**src/hdl/dmr_pkg.sv**
```systemverilog
// dmr_pkg: field positions, reset values and encodings for the mode register pair.
// assumes a single clock domain and a bank/row address presented with the command.
package dmr_pkg;
  localparam int DMR_REG_W = 19;
  localparam int DMR_BA_W = 3;
  localparam logic [2:0] DMR_BA_MODE_ONE = 3'h1;
  localparam logic [2:0] DMR_BA_MODE_TWO = 3'h2;
  // mode register one fields
  localparam int DMR_M1_DLL_OFF = 0;
  localparam int DMR_M1_DRV_LO = 1;
  localparam int DMR_M1_RTT_LO = 2;
  localparam int DMR_M1_AL_LO = 3;
  localparam int DMR_M1_AL_HI = 4;
  localparam int DMR_M1_DRV_HI = 5;
  localparam int DMR_M1_RTT_MID = 6;
  localparam int DMR_M1_WLEV = 7;
  localparam int DMR_M1_RTT_HI = 9;
  localparam int DMR_M1_TDQS = 11;
  localparam int DMR_M1_QOFF = 12;
  // mode register two fields
  localparam int DMR_M2_CWL_LO = 3;
  localparam int DMR_M2_CWL_HI = 5;
  localparam int DMR_M2_ASR = 6;
  localparam int DMR_M2_SRT = 7;
  localparam int DMR_M2_RWR_LO = 9;
  localparam int DMR_M2_RWR_HI = 10;
  // reset values: dll on, drive rzq/7, everything else off
  localparam logic [18:0] DMR_M1_RESET = 19'h00002;
  localparam logic [18:0] DMR_M2_RESET = 19'h00000;
  // termination codes {bit9,bit6,bit2}
  localparam logic [2:0] DMR_RTT_OFF = 3'h0;
  localparam logic [2:0] DMR_RTT_DIV4 = 3'h1;
  localparam logic [2:0] DMR_RTT_DIV2 = 3'h2;
  localparam logic [2:0] DMR_RTT_DIV6 = 3'h3;
  localparam logic [2:0] DMR_RTT_DIV12 = 3'h4;
  localparam logic [2:0] DMR_RTT_DIV8 = 3'h5;
  localparam logic [1:0] DMR_DRV_RZQ7 = 2'h1;
  localparam logic [1:0] DMR_DRV_RZQ6 = 2'h0;
  typedef enum logic [1:0] {DMR_AL_ZERO, DMR_AL_CL1, DMR_AL_CL2, DMR_AL_RSVD} dmr_al_t;
endpackage

```
**src/hdl/dmr_rtt_sel.sv**
```systemverilog
// dmr_rtt_sel: picks the active termination code for the data balls.
// assumes registered mode fields and synchronous odt/write/read qualifiers.
module dmr_rtt_sel
  import dmr_pkg::*;
(
  input wire logic [2:0] rtt_nom,
  input wire logic [1:0] rtt_wr,
  input wire logic odt_pin,
  input wire logic write_burst,
  input wire logic read_burst,
  input wire logic wlev_on,
  input wire logic dll_on,
  input wire logic self_refresh,
  output logic [2:0] rtt_code,
  output logic rtt_wr_used
);
  // rtt_wr code 1=div4, 2=div2
  function automatic logic [2:0] wr_to_code(input logic [1:0] w);
    case (w)
      2'h1: wr_to_code = DMR_RTT_DIV4;
      2'h2: wr_to_code = DMR_RTT_DIV2;
      default: wr_to_code = DMR_RTT_OFF;
    endcase
  endfunction

  always_comb begin
    rtt_code = DMR_RTT_OFF;
    rtt_wr_used = 1'b0;
    // no termination while reading, in self refresh or with dll off
    if (odt_pin && !read_burst && !self_refresh && dll_on) begin
      if (write_burst && !wlev_on && rtt_wr != 2'h0) begin
        rtt_code = wr_to_code(rtt_wr);
        rtt_wr_used = 1'b1;
      end else begin
        rtt_code = rtt_nom;
      end
    end
  end
endmodule // dmr_rtt_sel

```
**src/hdl/dmr_mode_regs.sv**
```systemverilog
// dmr_mode_regs: holds mode registers one and two and decodes their fields.
// assumes mrs commands arrive decoded and synchronous to the device clock.
//
// Contract
// - mode register one holds its value until rewritten or reset.
// - mode register writes never touch the memory array.
// - write leveling allows all termination if outputs off, else write values only.
// - bit 0 selects dll enable; controller keeps it enabled normally.
// - enabled dll goes off in self refresh, re-enables and resets on exit.
// - disabled dll stays disabled after self refresh exit.
// - bits 5 and 1 select drive impedance; rzq/7 is the primary setting.
// - bit 12 set tristates data and strobe outputs.
// - bit 11 moves termination to tdqs and disables data mask on x8.
// - bits 9, 6, 2 select nominal termination rzq/2..rzq/12.
// - writes with dynamic termination use the write value instead.
// - odt pin gates nominal termination on and off.
// - bit 7 enables write leveling mode.
// - bits 4 and 3 set additive latency zero, cl-1 or cl-2.
// - register two written when idle and held until rewritten; reset here still clears it to zero.
// - register two holds write latency, asr, srt and dynamic termination.
module dmr_mode_regs
  import dmr_pkg::*;
(
  input wire logic clock,
  input wire logic reset_n,
  input wire logic mrs_cmd,
  input wire logic [2:0] bank_addr,
  input wire logic [15:0] row_addr,
  input wire logic odt_pin,
  input wire logic write_burst,
  input wire logic read_burst,
  input wire logic self_refresh,
  input wire logic x8_part,
  output logic dll_on,
  output logic dll_reset_pulse,
  output logic [1:0] drive_sel,
  output logic [1:0] additive_lat,
  output logic wlev_on,
  output logic outputs_off,
  output logic tdqs_on,
  output logic dm_on,
  output logic [2:0] rtt_code,
  output logic rtt_wr_used,
  output logic wlev_rtt_bad,
  output logic [2:0] cas_write_lat,
  output logic asr_on,
  output logic srt_on,
  output logic [1:0] rtt_wr_sel,
  output logic [18:0] mode_one_q,
  output logic [18:0] mode_two_q
);
  logic [18:0] mode_one_d;
  logic [18:0] mode_two_d;
  logic sr_q;
  logic dll_parked_q;
  logic [2:0] rtt_nom_w;
  logic [2:0] rtt_code_d;
  logic rtt_wr_used_d;
  logic wlev_bad_d;

  // bits 18:16 have no address line here and always store zero
  function automatic logic [18:0] mrs_image(input logic [15:0] a);
    mrs_image = {3'h0, a};
  endfunction

  function automatic logic is_write_rtt(input logic [2:0] c);
    is_write_rtt = (c == DMR_RTT_OFF) || (c == DMR_RTT_DIV4) || (c == DMR_RTT_DIV2) ||
      (c == DMR_RTT_DIV6);
  endfunction

  // array contents are not reachable from here, so mode writes cannot disturb them
  always_comb begin
    mode_one_d = mode_one_q;
    if (mrs_cmd && bank_addr == DMR_BA_MODE_ONE) begin
      mode_one_d = mrs_image(row_addr);
    end
  end

  always_comb begin
    mode_two_d = mode_two_q;
    if (mrs_cmd && bank_addr == DMR_BA_MODE_TWO) begin
      mode_two_d = mrs_image(row_addr);
    end
  end

  always_ff @(posedge clock or negedge reset_n) begin
    if (!reset_n) begin
      mode_one_q <= DMR_M1_RESET;
    end else begin
      mode_one_q <= mode_one_d;
    end
  end

  // register two only loses its value with power; reset still gives a defined start
  always_ff @(posedge clock or negedge reset_n) begin
    if (!reset_n) begin
      mode_two_q <= DMR_M2_RESET;
    end else begin
      mode_two_q <= mode_two_d;
    end
  end

  // self refresh tracking for the dll
  always_ff @(posedge clock or negedge reset_n) begin
    if (!reset_n) begin
      sr_q <= 1'b0;
    end else begin
      sr_q <= self_refresh;
    end
  end

  // remembers whether the dll was running at entry, so exit knows whether to pulse the dll reset
  always_ff @(posedge clock or negedge reset_n) begin
    if (!reset_n) begin
      dll_parked_q <= 1'b0;
    end else if (self_refresh && !sr_q) begin
      dll_parked_q <= !mode_one_q[DMR_M1_DLL_OFF];
    end else if (!self_refresh && sr_q) begin
      dll_parked_q <= 1'b0;
    end
  end

  always_ff @(posedge clock or negedge reset_n) begin
    if (!reset_n) begin
      dll_on <= 1'b1;
      dll_reset_pulse <= 1'b0;
    end else begin
      // bit 0 low means dll enabled; self refresh parks it
      dll_on <= !mode_one_d[DMR_M1_DLL_OFF] && !self_refresh;
      dll_reset_pulse <= !self_refresh && sr_q && dll_parked_q;
    end
  end

  always_ff @(posedge clock or negedge reset_n) begin
    if (!reset_n) begin
      drive_sel <= DMR_DRV_RZQ7;
      additive_lat <= 2'h0;
      wlev_on <= 1'b0;
      outputs_off <= 1'b0;
      tdqs_on <= 1'b0;
      dm_on <= 1'b1;
    end else begin
      drive_sel <= {mode_one_d[DMR_M1_DRV_HI], mode_one_d[DMR_M1_DRV_LO]};
      additive_lat <= {mode_one_d[DMR_M1_AL_HI], mode_one_d[DMR_M1_AL_LO]};
      wlev_on <= mode_one_d[DMR_M1_WLEV];
      outputs_off <= mode_one_d[DMR_M1_QOFF];
      // tdqs only exists on the x8 part; wider or narrower parts keep data mask
      tdqs_on <= mode_one_d[DMR_M1_TDQS] && x8_part;
      dm_on <= !(mode_one_d[DMR_M1_TDQS] && x8_part);
    end
  end

  always_ff @(posedge clock or negedge reset_n) begin
    if (!reset_n) begin
      cas_write_lat <= 3'h0;
      asr_on <= 1'b0;
      srt_on <= 1'b0;
      rtt_wr_sel <= 2'h0;
    end else begin
      cas_write_lat <= mode_two_d[DMR_M2_CWL_HI:DMR_M2_CWL_LO];
      asr_on <= mode_two_d[DMR_M2_ASR];
      srt_on <= mode_two_d[DMR_M2_SRT];
      rtt_wr_sel <= mode_two_d[DMR_M2_RWR_HI:DMR_M2_RWR_LO];
    end
  end

  assign rtt_nom_w = {mode_one_q[DMR_M1_RTT_HI], mode_one_q[DMR_M1_RTT_MID],
    mode_one_q[DMR_M1_RTT_LO]};

  dmr_rtt_sel u_rtt_sel (
    .rtt_nom(rtt_nom_w),
    .rtt_wr(mode_two_q[DMR_M2_RWR_HI:DMR_M2_RWR_LO]),
    .odt_pin(odt_pin),
    .write_burst(write_burst),
    .read_burst(read_burst),
    .wlev_on(mode_one_q[DMR_M1_WLEV]),
    .dll_on(!mode_one_q[DMR_M1_DLL_OFF]),
    .self_refresh(self_refresh),
    .rtt_code(rtt_code_d),
    .rtt_wr_used(rtt_wr_used_d)
  );

  // during leveling with outputs enabled, only write-capable codes may be used
  always_comb begin
    wlev_bad_d = mode_one_q[DMR_M1_WLEV] && !mode_one_q[DMR_M1_QOFF] &&
      !is_write_rtt(rtt_nom_w);
  end

  always_ff @(posedge clock or negedge reset_n) begin
    if (!reset_n) begin
      rtt_code <= DMR_RTT_OFF;
      rtt_wr_used <= 1'b0;
      wlev_rtt_bad <= 1'b0;
    end else begin
      // blocked code falls back to off rather than an illegal value
      rtt_code <= wlev_bad_d ? DMR_RTT_OFF : rtt_code_d;
      rtt_wr_used <= rtt_wr_used_d;
      wlev_rtt_bad <= wlev_bad_d;
    end
  end
endmodule // dmr_mode_regs

```
**config.mk**
```make
export PLATFORM = sky130hd
export DESIGN_NAME = dmr_mode_regs
export DESIGN_NICKNAME = d
export VERILOG_FILES = /design/src/hdl/dmr_pkg.sv /design/src/hdl/dmr_rtt_sel.sv /design/src/hdl/dmr_mode_regs.sv
export SDC_FILE = /design/constraint.sdc
export NUM_CORES = 1
export LEC_CHECK = 0
export BUFFER_PORTS_ARGS = -buffer_cell sky130_fd_sc_hd__buf_2
export CAP_MARGIN = 20
export CORE_UTILIZATION = 42
export DETAILED_ROUTE_END_ITERATION = 7
export PLACE_DENSITY = 0.81
export SYNTH_ARGS = -nofsm -noshare
export SYNTH_HDL_FRONTEND = slang
export SYNTH_SLANG_ARGS = --single-unit
```
**constraint.sdc**
```tcl
create_clock -name clock -period 1.26 [get_ports clock]
set_clock_uncertainty 0.2 [all_clocks]
set_input_delay 0.126 -clock clock [delete_from_list [all_inputs] [get_ports clock]]
set_output_delay 0.126 -clock clock [all_outputs]
set_load 0.02 [all_outputs]
```
==> impl_results.md <==
- Synth top area share: 52.63%
- Post-layout util: 60.57%
- Synth unique cells: 23
- DP HPWL: 2575 um
- Vias post-DR: 1290
- Largest family of logic cells by synthesized area: multiplexers
- Post-synthesis mux area share: 22.04%
- Row cnt: 24
- Outcome: finished with violations
- Cts hold-fix bufs: 19
- Core area: ~0.0044 mm^2
- Compound-Gate Fraction of Synth Area: under 10%
- PortBufs: 80
- Crit-path cells: buf_6
- Adder-Cell Fraction of Synth Area: ~1.3%
- Fin Setup TNS: -103.6 ps
- CTS root buf: clkbuf_8
- Unrepaired setup endpoints after global routing: yes
- Max Cap Viol: 0
- Crit. End Element: output pin
- Failing checks: negative hold slack, negative setup slack
- Startpoint Class: register
- Initial Util: 43.68%
- Cell Pwr Density: between 1500 and 2000 mW/mm^2
- Hold WC Path Type: in -> reg
- Gr usage total: 17.21%
- Final-stage net count: between 200 and 300
- # diodes: 0
- I/O pin cnt: slightly below 90
- Largest cells by area after synthesis: dfrtp_1 53%, mux2_4 15%, buf_4 7.5%, mux2_2 6.5%, dfstp_2 4.1%
- Routability cong.: 0.7853
- Slowest CP cell: dfstp_2
- Die Ht: about 70 um
- Antenna violations before repair: 0
- Number of buffers created by CTS: 5
- Number of synthesized flops with an enable pin: 0
- Die area: 0.004801 mm^2
- Initial DRC Count: 69
- Vias in the first global route: between 1000 and 1500
- Layout cells sized above 1: about three fifths
- Largest net degree at the start of global routing: 30
- Min Hold Slack: -64.14 ps
- Crit Path Max Fanout: 3
- Synth Area per Inst: 14.63 um^2
- Number of remaining DRC errors: 0
- DR pass1 iterations: 3
- Routed Antenna Nets: 0
- Peak Freq: 772.9 MHz
- Hold Fails Final Rpt: 4
- Drt total wl: 3861 um
- Ys flop type: dfrtp_1
- Worst EP required: 930 ps
- CP top delay family: flip-flops
- Most common cell in the netlist: dfrtp_1
- First-pass GRT wire length: 6354 um
- Worst Path Class, Setup: reg -> out
- Clk sinks: 43
- Yosys warnings: 0
- Vias per Instance: 4.640
- H-Tree Level Count: 2
- Cells after Synth: 130
- Worst skew pair latency: 280 ps
- Number of buffers and inverters on the critical path: 1
- #FFs+latches synth: 43
- Slew Limit Fails: 0
- Fraction of registers with async set/reset: 100.0%
- Post-synth top cells: 40 x dfrtp_1, 19 x buf_4, 19 x mux2_4, 11 x mux2_2
- CTS tree: built
- Count of final setup violators: 4
- Clock transition at path regs: 70 ps
- Drt wl/cell: roughly 14 um
- Sequential share of the synthesized area: between 50% and 60%
- Setup slack at placement: -141.1 ps
- Post-synthesis simple-gate area fraction: 6.842%
- Syn Std Cell Area: 0.001902 mm^2
- Minimum clock period: roughly 1300 ps
- Static Leak: 1.348 nW
- Crit share post-route: 102.7%
- Overflow after GRT: 0
- Max VDD drop: 0.5223 mV
- CP arrival: 970 ps
- Min setup slack post-route: -33.77 ps
- Max stage delay on crit path: 560 ps
- Post-synth top area cell: dfrtp_1
- Die width: 69.29 um
- P&R area growth vs syn: 38.68%
- Longest Clk Path Bufs: 2
- XOR/XNOR share of the synthesized area: 0%
## tightest hold or removal path, cell delays in order
cell	delay [ps]
buf_2	100
nor4b_4	50
inv_1	50
nor2_1	50
## through the flow
| step | hold slack (ps) | std cells | cell area [um^2] | power (mW) |
|---|---|---|---|---|
| 2_1_floorplan | -369.6 | 135 | 1928 | 2.786 |
| 3_3_place_gp | -150.1 | 249 | 2263 | 3.120 |
| 3_5_place_dp | -146.5 | 249 | 2263 | 3.155 |
| 4_1_cts | -90.32 | 276 | 2609 | 4.147 |
| 5_1_grt | -56.90 | 278 | 2638 | 4.368 |
| 6_report | -64.14 | 278 | 2638 | 4.150 |
## registers in the layout, indices dropped and copies added (netlist names)
signal / count
cas_write_lat: 2
mode_two_q: 13
dll_parked_q: 1
dm_on: 1
additive_lat: 1
dll_on: 1
sr_q: 1
rtt_code: 3
drive_sel: 1
rtt_wr_sel: 1
tdqs_on: 1
wlev_rtt_bad: 1
rtt_wr_used: 1
dll_reset_pulse: 1
mode_one_q: 14
## area by class of cell
cell class                 count  area [um^2]
tap                           52        65.06
multi-input combinational     64        650.6
clock buffer                   7        86.33
fill                         338         1717
inverter                       5        18.77
clock inverter                 1        5.005
sequential                    43         1084
timing repair buffer         106        728.2
## logic make-up after synthesis
logic type | count (synthesis)
mux | 31
other cells | 1
fa+ha+maj | 2
buf+inv | 28
flops | 43
simple gates | 21
compound gates | 4
## worst paths after layout
check / depth (start not counted) / end / slack, ps / startpoint
max: 1 / drive_sel[0] / -30 / drive_sel[0]
min: 4 / rtt_wr_used / -60 / read_burst
max reg2reg: 3 / rtt_code[2] / -10 / mode_one_q[0]
min reg2reg: 2 / dll_parked_q / 290 / dll_parked_q
max in group asynchronous: 3 / mode_one_q[7] / 310 / reset_n
min in group asynchronous: 2 / dll_reset_pulse / 80 / reset_n
## layer usage
layer  vias to the layer above  track usage (%)  share of wire, %
met5                         -                0                 0
met4                         0            6.122               1.3
met3                         7            4.942               5.5
met2                        54            29.56                52
met1                       630            20.52                41
li1                        599                -                 -
## layout by cell type (no fill, tap or decap), types with 2 or more instances in the layout
| master | n |
|---|---|
| conb_1 | 6 |
| dfrtp_2 | 3 |
| nor2b_1 | 2 |
| nand2_1 | 3 |
| nand2b_1 | 2 |
| buf_6 | 8 |
| dfrtp_1 | 37 |
| nor2_1 | 5 |
| mux2_4 | 19 |
| buf_12 | 3 |
| inv_1 | 5 |
| o21ai_0 | 3 |
| buf_4 | 3 |
| and3b_1 | 2 |
| dlygate4sd3_1 | 19 |
| mux2_2 | 11 |
| dfstp_2 | 3 |
| ha_1 | 2 |
| clkbuf_8 | 6 |
| nor3_2 | 2 |
| buf_2 | 73 |
| and4bb_1 | 2 |
## report_power, final
part	internal, mW	switching, mW
Combinational	0.668	0.775
Clock	0.442	0.422
Sequential	1.65	0.191
## timing repair
action	CTS	global route
resized for setup	17	5
hold endpoints to repair	83	3
pin swaps	1	0
setup buffers	0	2
endpoints found under the setup margin	10	14
No activity file was read; power rests on OpenSTA's default activity.
